**config.mk**
```make
export PLATFORM = sky130hd
export DESIGN_NAME = asf_unit
export DESIGN_NICKNAME = d
export VERILOG_FILES = /design/src/asf_unit.v /design/src/asf_decode.v
export VERILOG_INCLUDE_DIRS = /design/src
export SDC_FILE = /design/constraint.sdc
export NUM_CORES = 1
export LEC_CHECK = 0
export ABC_AREA = 0
export BUFFER_PORTS_ARGS = -buffer_cell sky130_fd_sc_hd__buf_2
export CAP_MARGIN = 20
export CORE_UTILIZATION = 60
export DETAILED_ROUTE_END_ITERATION = 6
export GPL_ROUTABILITY_DRIVEN = 0
export PLACE_DENSITY = 0.83
export SYNTH_ARGS = -nofsm -noshare
export SYNTH_HDL_FRONTEND = slang
export SYNTH_SLANG_ARGS = --single-unit
```
**constraint.sdc**
```tcl
create_clock -name mclk -period 6.1 [get_ports mclk]
set_clock_uncertainty 0.15 [all_clocks]
set_input_delay 0.61 -clock mclk [delete_from_list [all_inputs] [get_ports mclk]]
set_output_delay 0.61 -clock mclk [all_outputs]
set_load 0.005 [all_outputs]
```
**src/asf_map.vh**
```
/*
 header of constants for the accumulator shift and flag set unit:
 opcodes, status bit positions, reset values, register offsets.
 assumes it is included by bare name by the design files.
*/
`ifndef ASF_MAP_VH
`define ASF_MAP_VH

`define ASF_INSTR_W 16
`define ASF_OP_SET_CONTROL_BIT_OP_HI 10'h2f9
`define ASF_OP_HI_MSB 15
`define ASF_OP_HI_LSB 6
`define ASF_OP_SEL_MSB 5
`define ASF_OP_SFL 16'hbe09
`define ASF_OP_PAIRED_SHIFT_LEFT_OP 16'hbe16
`define ASF_OP_SFR 16'hbe0a

`define ASF_SEL_OVM 6'h02
`define ASF_SEL_SXM 6'h07
`define ASF_SEL_HM 6'h09
`define ASF_SEL_TC 6'h0b
`define ASF_SEL_C 6'h0f
`define ASF_SEL_XF 6'h0d
`define ASF_SEL_CNF 6'h05
`define ASF_SEL_GLOBAL_INTERRUPT_MASK 6'h01

`define ASF_ST0_OVM 11
`define ASF_ST0_GLOBAL_INTERRUPT_MASK 9
`define ASF_ST1_TC 11
`define ASF_ST1_SXM 10
`define ASF_ST1_C 9
`define ASF_ST1_CNF 12
`define ASF_ST1_HM 6
`define ASF_ST1_XF 4

`define ASF_ST0_RST 16'h0600
`define ASF_ST1_RST 16'h07f0
`define ASF_ACC_RST 32'h00000000
`define ASF_PC_RST 16'h0000
`define ASF_PC_STEP 16'h0001

`define ASF_ADDR_W 3
`define ASF_REG_ST0 3'h0
`define ASF_REG_ST1 3'h1
`define ASF_REG_ACCLO 3'h2
`define ASF_REG_ACCHI 3'h3
`define ASF_REG_EXTLO 3'h4
`define ASF_REG_EXTHI 3'h5
`define ASF_REG_PC 3'h6
`define ASF_REG_CNT 3'h7

`endif

```
**src/asf_unit.v**
```verilog
/*
 accumulator shift and flag set unit: executes set-bit and the three
 single-bit shift instructions, and exposes state on a plain register port.
 assumes one opcode strobe per cycle from the core decode, same clock.
*/
`timescale 1ns/1ps
`include "asf_map.vh"

// Notes on behaviour
// - set-bit forces chosen bit, others untouched
// - eight selectable status and control bits
// - test condition is status word one bit 11
// - left shift: bit31 to carry, zero in
// - sign extension never affects left shifts
// - paired left shift treats 64-bit concatenation
// - extension bit31 into accumulator bit0
// - sign extension set: arithmetic right shift
// - sign extension clear: logical right shift
// - right shift loads carry with old bit0
// - each recognised instruction advances program counter by one; unknown opcodes leave it
module asf_unit
#(
    parameter DATA_W = 32
)
(
    input wire mclk,
    input wire reset,
    input wire opValid,
    input wire [15:0] opWord,
    input wire [2:0] regAddr,
    input wire [15:0] regWdata,
    input wire regWr,
    input wire regRd,
    output reg [15:0] regRdata,
    output reg [DATA_W-1:0] accOut,
    output reg [DATA_W-1:0] extOut,
    output reg carryOut,
    output reg xfPinOut,
    output reg opDone,
    output reg opUnknown
);
    reg [15:0] st0_reg;
    reg [15:0] st0_next;
    reg [15:0] st1_reg;
    reg [15:0] st1_next;
    reg [DATA_W-1:0] acc_reg;
    reg [DATA_W-1:0] acc_next;
    reg [DATA_W-1:0] ext_reg;
    reg [DATA_W-1:0] ext_next;
    reg [15:0] pc_reg;
    reg [15:0] cnt_reg;
    reg [15:0] rd_next;
    wire setOp;
    wire shlOp;
    wire pairShlOp;
    wire shrOp;
    wire known;
    wire [7:0] bitSel;
    wire signMode;
    wire exec;

    asf_decode u_dec
    (
        .opWord(opWord),
        .setOp(setOp),
        .shlOp(shlOp),
        .pairShlOp(pairShlOp),
        .shrOp(shrOp),
        .bitSel(bitSel),
        .known(known)
    );

    assign signMode = st1_reg[`ASF_ST1_SXM];
    assign exec = opValid & known;

    // instruction execution; register writes land first so an instruction
    // in the same cycle sees old state and overrides its own bits
    always @*
    begin
        st0_next = st0_reg;
        st1_next = st1_reg;
        acc_next = acc_reg;
        ext_next = ext_reg;
        if (regWr)
        begin
            case (regAddr)
                `ASF_REG_ST0: st0_next = regWdata;
                `ASF_REG_ST1: st1_next = regWdata;
                `ASF_REG_ACCLO: acc_next[15:0] = regWdata;
                `ASF_REG_ACCHI: acc_next[DATA_W-1:16] = regWdata[DATA_W-17:0];
                `ASF_REG_EXTLO: ext_next[15:0] = regWdata;
                `ASF_REG_EXTHI: ext_next[DATA_W-1:16] = regWdata[DATA_W-17:0];
                default: st0_next = st0_next;
            endcase
        end
        if (opValid && setOp)
        begin
            if (bitSel[0]) st1_next[`ASF_ST1_C] = 1'b1;
            if (bitSel[1]) st1_next[`ASF_ST1_CNF] = 1'b1;
            if (bitSel[2]) st1_next[`ASF_ST1_HM] = 1'b1;
            if (bitSel[3]) st0_next[`ASF_ST0_GLOBAL_INTERRUPT_MASK] = 1'b1;
            if (bitSel[4]) st0_next[`ASF_ST0_OVM] = 1'b1;
            if (bitSel[5]) st1_next[`ASF_ST1_SXM] = 1'b1;
            if (bitSel[6]) st1_next[`ASF_ST1_TC] = 1'b1;
            if (bitSel[7]) st1_next[`ASF_ST1_XF] = 1'b1;
        end
        if (opValid && shlOp)
        begin
            // sign mode deliberately not read on left shifts
            st1_next[`ASF_ST1_C] = acc_reg[DATA_W-1];
            acc_next = {acc_reg[DATA_W-2:0], 1'b0};
        end
        if (opValid && pairShlOp)
        begin
            st1_next[`ASF_ST1_C] = acc_reg[DATA_W-1];
            {acc_next, ext_next} = {acc_reg[DATA_W-2:0], ext_reg, 1'b0};
        end
        if (opValid && shrOp)
        begin
            st1_next[`ASF_ST1_C] = acc_reg[0];
            if (signMode)
                acc_next = {acc_reg[DATA_W-1], acc_reg[DATA_W-1:1]};
            else
                acc_next = {1'b0, acc_reg[DATA_W-1:1]};
        end
    end

    always @*
    begin
        case (regAddr)
            `ASF_REG_ST0: rd_next = st0_reg;
            `ASF_REG_ST1: rd_next = st1_reg;
            `ASF_REG_ACCLO: rd_next = acc_reg[15:0];
            `ASF_REG_ACCHI: rd_next = acc_reg[DATA_W-1:16];
            `ASF_REG_EXTLO: rd_next = ext_reg[15:0];
            `ASF_REG_EXTHI: rd_next = ext_reg[DATA_W-1:16];
            `ASF_REG_PC: rd_next = pc_reg;
            `ASF_REG_CNT: rd_next = cnt_reg;
            default: rd_next = 16'h0000;
        endcase
    end

    always @(posedge mclk)
    begin
        if (reset)
        begin
            st0_reg <= `ASF_ST0_RST;
            st1_reg <= `ASF_ST1_RST;
            acc_reg <= `ASF_ACC_RST;
            ext_reg <= `ASF_ACC_RST;
            pc_reg <= `ASF_PC_RST;
            cnt_reg <= 16'h0000;
            regRdata <= 16'h0000;
            accOut <= `ASF_ACC_RST;
            extOut <= `ASF_ACC_RST;
            carryOut <= 1'b0;
            xfPinOut <= 1'b0;
            opDone <= 1'b0;
            opUnknown <= 1'b0;
        end
        else
        begin
            st0_reg <= st0_next;
            st1_reg <= st1_next;
            acc_reg <= acc_next;
            ext_reg <= ext_next;
            // one program word each, so pc steps by one
            if (exec)
                pc_reg <= pc_reg + `ASF_PC_STEP;
            else if (regWr && regAddr == `ASF_REG_PC)
                pc_reg <= regWdata;
            // count wraps; software reads it only as a progress hint
            if (exec)
                cnt_reg <= cnt_reg + 16'h0001;
            else if (regWr && regAddr == `ASF_REG_CNT)
                cnt_reg <= 16'h0000;
            regRdata <= regRd ? rd_next : 16'h0000;
            accOut <= acc_next;
            extOut <= ext_next;
            carryOut <= st1_next[`ASF_ST1_C];
            xfPinOut <= st1_next[`ASF_ST1_XF];
            opDone <= exec;
            opUnknown <= opValid & ~known;
        end
    end
endmodule // asf_unit

```
**src/asf_decode.v**
```verilog
/*
 instruction decoder: turns one opcode word into one-hot operation strobes
 and a one-hot status bit selection.
 assumes the opcode comes from logic on the same clock.
*/
`timescale 1ns/1ps
`include "asf_map.vh"

module asf_decode
(
    input wire [15:0] opWord,
    output reg setOp,
    output reg shlOp,
    output reg pairShlOp,
    output reg shrOp,
    output reg [7:0] bitSel,
    output reg known
);
    always @*
    begin
        setOp = (opWord[`ASF_OP_HI_MSB:`ASF_OP_HI_LSB] == `ASF_OP_SET_CONTROL_BIT_OP_HI);
        shlOp = (opWord == `ASF_OP_SFL);
        pairShlOp = (opWord == `ASF_OP_PAIRED_SHIFT_LEFT_OP);
        shrOp = (opWord == `ASF_OP_SFR);
        bitSel = 8'h00;
        if (setOp)
        begin
            case (opWord[`ASF_OP_SEL_MSB:0])
                `ASF_SEL_C: bitSel = 8'h01;
                `ASF_SEL_CNF: bitSel = 8'h02;
                `ASF_SEL_HM: bitSel = 8'h04;
                `ASF_SEL_GLOBAL_INTERRUPT_MASK: bitSel = 8'h08;
                `ASF_SEL_OVM: bitSel = 8'h10;
                `ASF_SEL_SXM: bitSel = 8'h20;
                `ASF_SEL_TC: bitSel = 8'h40;
                `ASF_SEL_XF: bitSel = 8'h80;
                default: bitSel = 8'h00;
            endcase
        end
        // an unknown low field is ignored, not a trap
        if (setOp && bitSel == 8'h00)
        begin
            setOp = 1'b0;
        end
        known = setOp | shlOp | pairShlOp | shrOp;
    end
endmodule // asf_decode

```
==> results of run 1 <==
[routing by layer]
| metal | part of all wire, % | wire (um) | vias to the layer above | track usage, % |
|---|---|---|---|---|
| met5 | 0 | 0 | - | 0 |
| met2 | 43 | 12200 | 693 | 58.0 |
| li1 | - | - | 3852 | - |
| met4 | 6.5 | 1860 | 0 | 25.9 |
| met3 | 13 | 3750 | 139 | 9.00 |
| met1 | 38 | 10800 | 4123 | 53.9 |
[worst max-delay path, cell delays in order]
cell,delay [ns]
buf_2,0.15
nand2b_1,0.18
o32ai_2,0.89
nand3_1,0.74
a21o_4,0.51
o21ai_0,0.18
[report_power, final]
| group | switching, uW | internal [uW] | leakage (uW) |
|---|---|---|---|
| Sequential | 23.4 | 988 | 0.00120 |
| Clock | 443 | 629 | 0.000291 |
| Combinational | 144 | 74.9 | 0.00213 |
| Total | 611 | 1690 | 0.00362 |
[cells by family after synthesis]
kind of cell	count (synthesis)
and+or+nand+nor	351
AOI/OAI and AO/OA	278
DFF	148
buffers and inverters	100
muxes	92
xor gates and xnor gates	4
adders and majority gates	2
[layout by cell type (no fill, tap or decap), types with 4 or more instances in the layout]
cell / netlist / final
o221a_2: 4 / 4
nand3_1: 56 / 55
a2111oi_0: 5 / 5
clkbuf_16: 0 / 17
mux2_2: 10 / 10
a31o_2: 15 / 15
and3_1: 9 / 9
a221o_1: 16 / 16
o21ai_2: 10 / 10
inv_1: 10 / 10
nand2_1: 79 / 79
a31oi_1: 22 / 22
dfxtp_1: 148 / 148
buf_2: 10 / 123
a211oi_1: 58 / 58
or3_1: 8 / 8
o211ai_1: 8 / 8
inv_6: 0 / 4
nor2_1: 86 / 86
nand4_1: 42 / 42
a21o_1: 4 / 4
a22oi_1: 4 / 4
nor2b_1: 5 / 5
nor4b_1: 4 / 4
a21oi_1: 36 / 36
o22ai_1: 14 / 14
mux2i_1: 76 / 76
mux4_2: 6 / 6
buf_4: 3 / 15
and2_1: 8 / 8
a22o_1: 11 / 11
o21ai_0: 47 / 47
nor3_1: 19 / 19
a221oi_1: 4 / 4
nand2b_1: 7 / 7
[final cells by class]
| class | count | area [um^2] |
|---|---|---|
| inverters | 12 | 45.0 |
| clock buffers | 19 | 453 |
| repair buffers | 139 | 743 |
| flip-flops and latches | 148 | 2960 |
| fillers | 1051 | 3890 |
| multi-input cells | 727 | 4890 |
| clock inverters | 13 | 146 |
| well taps | 176 | 220 |
[worst max path at each step]
stage,cells past startpoint,to,slack [ns]
global placement,7,pc_reg[2]$_SDFFE_PP0P_,2.76
detailed placement,7,pc_reg[2]$_SDFFE_PP0P_,2.70
CTS,6,acc_reg[20]$_SDFFE_PP0P_,3.13
floorplan,8,acc_reg[10]$_SDFFE_PP0P_,3.43
finish,6,acc_reg[20]$_SDFFE_PP0P_,3.04
global route,6,acc_reg[16]$_SDFFE_PP0P_,2.83
[stage by stage]
step | power (uW) | instances | hold slack [ns] | setup WS (ns) | util (%)
after floorplan | 1150 | 975 | 0.283 | 3.43 | -
after global placement | 1240 | 1201 | 0.289 | 2.76 | 66.2
after detailed placement | 1240 | 1201 | 0.295 | 2.70 | 66.2
after CTS | 2290 | 1233 | 0.277 | 3.13 | 70.7
after global routing | 2360 | 1234 | 0.318 | 2.83 | 70.8
final | 2300 | 1234 | 0.282 | 3.04 | 70.8
==> results.tsv, run 1 <==
stage	metric	value	unit
logic_synthesis	most frequent cell after synthesis	dfxtp_1	
timing	Worst Tran Pin Value	1.19	ns
hold_path	Hold Path Class	in -> reg	
place	Post-DP Area	0.00884	mm^2
critical_path	Setup Crit Path Kind	in -> reg	
timing	fmax	327	MHz
global_routing	first-pass GRT wire length	43.8	mm
cells_and_area	post-route cell area	0.00946	mm^2
global_routing	vias in the first global route	7684	
place	DP HPWL	18.7	mm
logic_synthesis	mux contribution to synthesized area	12.2	%
critical_path	Critical R2R Capture	cnt_reg[11]$_SDFFE_PP0P_	
die	Initial Util	62.0	%
drt	wirelength, routed	28.6	mm
cts	Max clock buf depth	2	
critical_path	depth of the worst register-to-register path	5	
power_and_ir_drop	Pleak	0.00362	uW
drt	Detailed Routing Iterations Pass 1	6	
logic_synthesis	main combinational cell family by area after synthesis	compound AO/OA/AOI/OAI gates	
critical_path	reg2reg setup slack	3.86	ns
die	IO Pins	124	
die	# rows	42	
logic_synthesis	Synthesis Warnings	0	
outcome	status	finished, final reports clean	
cells_and_area	n_diodes	0	
power_and_ir_drop	Cell Pwr Density	243	mW/mm^2
global_routing	initial antenna violation count	0	
cts	clk_lat worst skew	0.44	ns
logic_synthesis	simple-gate area share of the yosys netlist	21.4	%
die	die area	0.0143	mm^2
global_routing	largest net degree at the start of global routing	64	
timing	TNS Setup	0	ns
logic_synthesis	Post-Synthesis Cells	975	
drt	WL per Instance	23.2	um
critical_path	Startpoint Class	primary input	
cells_and_area	Area growth syn-to-layout	14.3	%
logic_synthesis	Mapped Avg Cell Area	8.48	um^2
logic_synthesis	Yosys reg bits	148	
logic_synthesis	Distinct cells, synth	74	
logic_synthesis	synthesized-area fraction occupied by adder cells	0.303	%
logic_synthesis	ranking of synthesized cells by area	dfxtp_1 36%, mux2i_1 9.2%, a211oi_1 5.3%, nor2_1 3.9%, nand2_1 3.6%	
logic_synthesis	largest area contributor in the netlist	dfxtp_1	
logic_synthesis	Synth top area share	35.8	%
hold_path	cell depth of the worst hold path	3	
timing	Max Slew Vio Count	0	
cts	CTS H-Tree Depth	4	
drt	drt initial violations	1569	
die	die width	119	um
critical_path	CP endpoint kind	flop	
logic_synthesis	Post-synth EDFFs	0	
cts	post-cts sizing count	0	
timing	Worst slew margin	20.9	%
critical_path	Critical Path RT	6.31	ns
timing	setup violators final	0	
timing	crit path time final	3.06	ns
logic_synthesis	syn nets	1017	
place	# port buffers	123	
logic_synthesis	Post-synth ARST share	0	%
logic_synthesis	Synth Area in Compound Gates	24.4	%
logic_synthesis	top post-synthesis cells by count	148 x dfxtp_1, 86 x nor2_1, 79 x nand2_1	
cells_and_area	fin nets	1087	
cells_and_area	layout cells sized above 1	22.0	%
logic_synthesis	post-synthesis sequential area ratio	35.8	%
timing	Fin. Hold Viols	0	
timing	RSZ-0062 raised after global routing	false	
logic_synthesis	Synth Area in XOR/XNOR	0.424	%
power_and_ir_drop	Worst VDD drop	0.000217	V
cts	# hold bufs at CTS	0	
cts	Post-CTS Repair Setup Buffers	0	
cts	TritonCTS sink count	148	
global_routing	grt ovf	0	
drt	DRC Markers	0	
die	core footprint	0.0133	mm^2
cts	clock root cell	clkbuf_16	
drt	vias	8807	
cts	Num CTS Buffers	17	
critical_path	reg2reg start	cnt_reg[3]$_SDFFE_PP0P_	
critical_path	CP max FO	18	
drt	vias per inst	7.14	
hold_path	WHS Endpoint	opUnknown$_SDFF_PP0_	
timing	fin crit share	50.1	%
cts	CTS tree	done	
global_routing	Overall Global Routing Usage	40.2	%
run	total of max-cap violations	0	
hold_path	hold_sp	opValid	
logic_synthesis	predominant post-synthesis flop cell	dfxtp_1	
critical_path	Critical path origin	opWord[4]	
cts	CTS clk-pin slew, worst paths	0.07	ns
critical_path	Worst EP arrival	3.27	ns
drt	post-route ant nets	0	
logic_synthesis	Mapped Area	0.00827	mm^2
die	Die Y	119	um
(Power assumes the default switching activity.)
==> run 2, diff against run 1 <==
- CORE_UTILIZATION: 60 -> 52
- PLACE_DENSITY: 0.83 -> 0.77
- clock period: 6.1 -> 2.7 ns (I/O delays scaled with it)
==> run 2 against run 1 <==
  * Global-route usage is 4.3 points lower
  * Critical path depth did not move
  * Utilization fell by 7.6 points
  * Setup slack got worse by 2.6 ns
  * Hold slack worse by 0.27 ns
  * Cell count is 5.0% higher
  * Via count hardly changed
  * Design area rose by 2.9%
  * First-iteration DRC count shrank 10%
  * Clock-buffer cell count stayed put
  * Non-clock buffer count up 27
  * Critical endpoint is now acc_reg[3]$_SDFFE_PP0P_
  * Largest cell class unchanged
  * Highest routed layer unchanged
==> results.tsv, run 2 (synthesized netlist as in run 1, its figures left out) <==
stage	metric	value	unit	change
outcome	status	finished, final reports clean		unchanged
die	Initial Util	53.8	%	was 62.0%
critical_path	Setup Crit Path Kind	in -> reg		unchanged
timing	fmax	452	MHz	
cts	Num CTS Buffers	17		unchanged
power_and_ir_drop	sw frac	25.9	%	was 26.5%
critical_path	Critical Path RT	2.92	ns	was 6.31 ns
cells_and_area	n_diodes	0		unchanged
critical_path	Startpoint Class	primary input		unchanged
die	die area	0.0164	mm^2	was 0.0143 mm^2
timing	fin crit share	81.9	%	
critical_path	CP endpoint kind	flop		unchanged
cells_and_area	area occupied by multi-input gates	0.00489	mm^2	unchanged
critical_path	Worst EP arrival	2.43	ns	was 3.27 ns
cells_and_area	fin nets	1114		was 1087
cts	TritonCTS sink count	148		unchanged
critical_path	worst path bufs/invs	1		unchanged
critical_path	crit path cell chain	buf_2 > or4b_1 > or3_1 > or2_1 > nor2_4 > a221o_1		was buf_2 > nand2b_1 > o32ai_2 > nand3_1 > a21o_4 > o21ai_0
drt	WL per Instance	22.8	um	was 23.2 um
timing	Fin. Hold Viols	0		unchanged
cts	post-cts sizing count	0		unchanged
power_and_ir_drop	Pwr Total	5230	uW	was 2300 uW
timing	Worst slew margin	54.2	%	was 20.9%
cts	CTS clk-pin slew, worst paths	0.06	ns	was 0.07 ns
die	core footprint	0.0154	mm^2	was 0.0133 mm^2
run	total of max-cap violations	0		unchanged
place	Setup WS pre-CTS	0.0979	ns	was 2.70 ns
drt	Detailed Routing Iterations Pass 1	7		was 6
cts	CTS tree	done		unchanged
timing	crit path time final	2.21	ns	
cts	clock root cell	clkbuf_16		unchanged
place	DP HPWL	20.1	mm	was 18.7 mm
global_routing	vias in the first global route	7824		was 7684
critical_path	critical path's largest stage delay	0.57	ns	was 0.89 ns
drt	wirelength, routed	29.6	mm	was 28.6 mm
critical_path	delay-heaviest family, CP	simple AND/OR/NAND/NOR gates		was compound AO/OA/AOI/OAI gates
cts	Max clock buf depth	2		unchanged
power_and_ir_drop	Net Switching	1360	uW	was 611 uW
power_and_ir_drop	Cell Pwr Density	537	mW/mm^2	was 243 mW/mm^2
timing	Max Slew Vio Count	0		unchanged
hold_path	Hold Path Class	in -> reg		unchanged
drt	drt initial violations	1406		was 1569
cells_and_area	commonest non-fill, non-tap cells in the layout	148 x dfxtp_1, 123 x buf_2, 86 x nor2_1		unchanged
critical_path	CP max FO	16		was 18
power_and_ir_drop	sequential power share	43.8	%	was 43.9%
timing	TNS Setup	0	ns	unchanged
die	IO Pins	124		unchanged
timing	Worst Tran Pin Value	0.684	ns	was 1.19 ns
power_and_ir_drop	Pleak	0.00376	uW	was 0.00362 uW
global_routing	grt ovf	0		unchanged
global_routing	first-pass GRT wire length	44.4	mm	was 43.8 mm
drt	post-route ant nets	0		unchanged
global_routing	largest net degree at the start of global routing	64		unchanged
place	# port buffers	123		unchanged
power_and_ir_drop	Gate power share	9.9	%	was 9.5%
power_and_ir_drop	Power Internal	3870	uW	was 1690 uW
cts	CTS H-Tree Depth	4		unchanged
global_routing	initial antenna violation count	0		unchanged
timing	setup violators final	0		unchanged
die	# rows	45		was 42
die	die width	128	um	was 119 um
drt	DRC Markers	0		unchanged
cells_and_area	Filler Cells Inserted	1288		was 1051
power_and_ir_drop	clock share of power	46.4	%	was 46.6%
power_and_ir_drop	Worst VDD drop	0.000439	V	was 0.000217 V
critical_path	CP max stage cell	or4b_1		was o32ai_2
cells_and_area	layout cells sized above 1	23.7	%	was 22.0%
cells_and_area	Core Util, Final	63.3	%	was 70.8%
drt	vias per inst	6.80		was 7.14
die	Die Y	128	um	was 119 um
cells_and_area	Area growth syn-to-layout	17.6	%	was 14.3%
cells_and_area	FF+latch area	0.00296	mm^2	unchanged
drt	vias	8809		was 8807
global_routing	Overall Global Routing Usage	35.9	%	was 40.2%
timing	RSZ-0062 raised after global routing	false		unchanged
timing	Final WS setup	0.490	ns	was 3.04 ns
cells_and_area	most common cell after layout, fill and taps aside	dfxtp_1		unchanged
place	dpl cells	1263		was 1201
cells_and_area	Finished Layout Cells	1296		was 1234
cts	clk_lat worst skew	0.44	ns	about the same
run 2: cell count changes in the layout (fill, tap and decap cells not counted), moves of 2 or more:
cell	delta
buf_4	+24
buf_12	+3
clkinv_2	+3
clkbuf_1	+2
clkbuf_8	-2
inv_6	-2
run 2: layer usage:
layer	routed length, um	vias to the layer above	track usage (%)
li1	-	3899	-
met5	0	-	0
met1	11500	4096	47.3
met4	1880	0	22.1
met2	12600	681	52.6
met3	3580	133	9.14
run 2: timing repair:
action | in CTS | in global routing
endpoints found under the hold margin | 1 | 0
setup endpoints to repair | 0 | 0
setup buffers | 0 | 0
hold buffers | 1 | 0
run 2: power by group through the flow:
stage               registers, uW  clock network [uW]  logic [uW]
finish                       2290                2420         515
global route                 2290                2490         544
CTS                          2280                2410         499
detailed placement           2330                   0         495
global placement             2330                   0         489
floorplan                    2310                   0         294
run 2: final timing paths:
path	start	endpoint	slack [ns]	cells after the start
setup reg to reg	pc_reg[0]$_SDFFE_PP0P_	pc_reg[14]$_SDFFE_PP0P_	0.58	6
hold / removal	regWdata[2]	st0_reg[2]$_SDFFE_PP0P_	0.01	3
hold reg to reg	st0_reg[1]$_SDFFE_PP0P_	st0_reg[1]$_SDFFE_PP0P_	0.31	2
setup / recovery	opWord[5]	acc_reg[3]$_SDFFE_PP0P_	0.49	6
run 2: worst reg2reg max path: cells and delay by family, from the launching register on:
kind / cells / cell delay (ns)
adder cells (fa/ha/maj): 1 / 0.24
multiplexers: 1 / 0.27
AO/OA/AOI/OAI: 1 / 0.13
AND/OR/NAND/NOR: 3 / 0.83
flip-flops: 1 / 0.44
run 2: final cells by class:
class	instances	share of cell area (%)
clock buffers	19	4.45
clock inverters	13	1.62
multi-input cells	727	50.2
well taps	211	2.71
flip-flops and latches	148	30.5
repair buffers	166	10.1
inverters	12	0.463
run 2: per-stage QoR:
stage	cell area (um^2)	hold WS [ns]
global route	9730	0.0237
floorplan	8270	0.240
CTS	9730	0.00538
global placement	9130	0.289
finish	9730	0.0140
detailed placement	9130	0.296
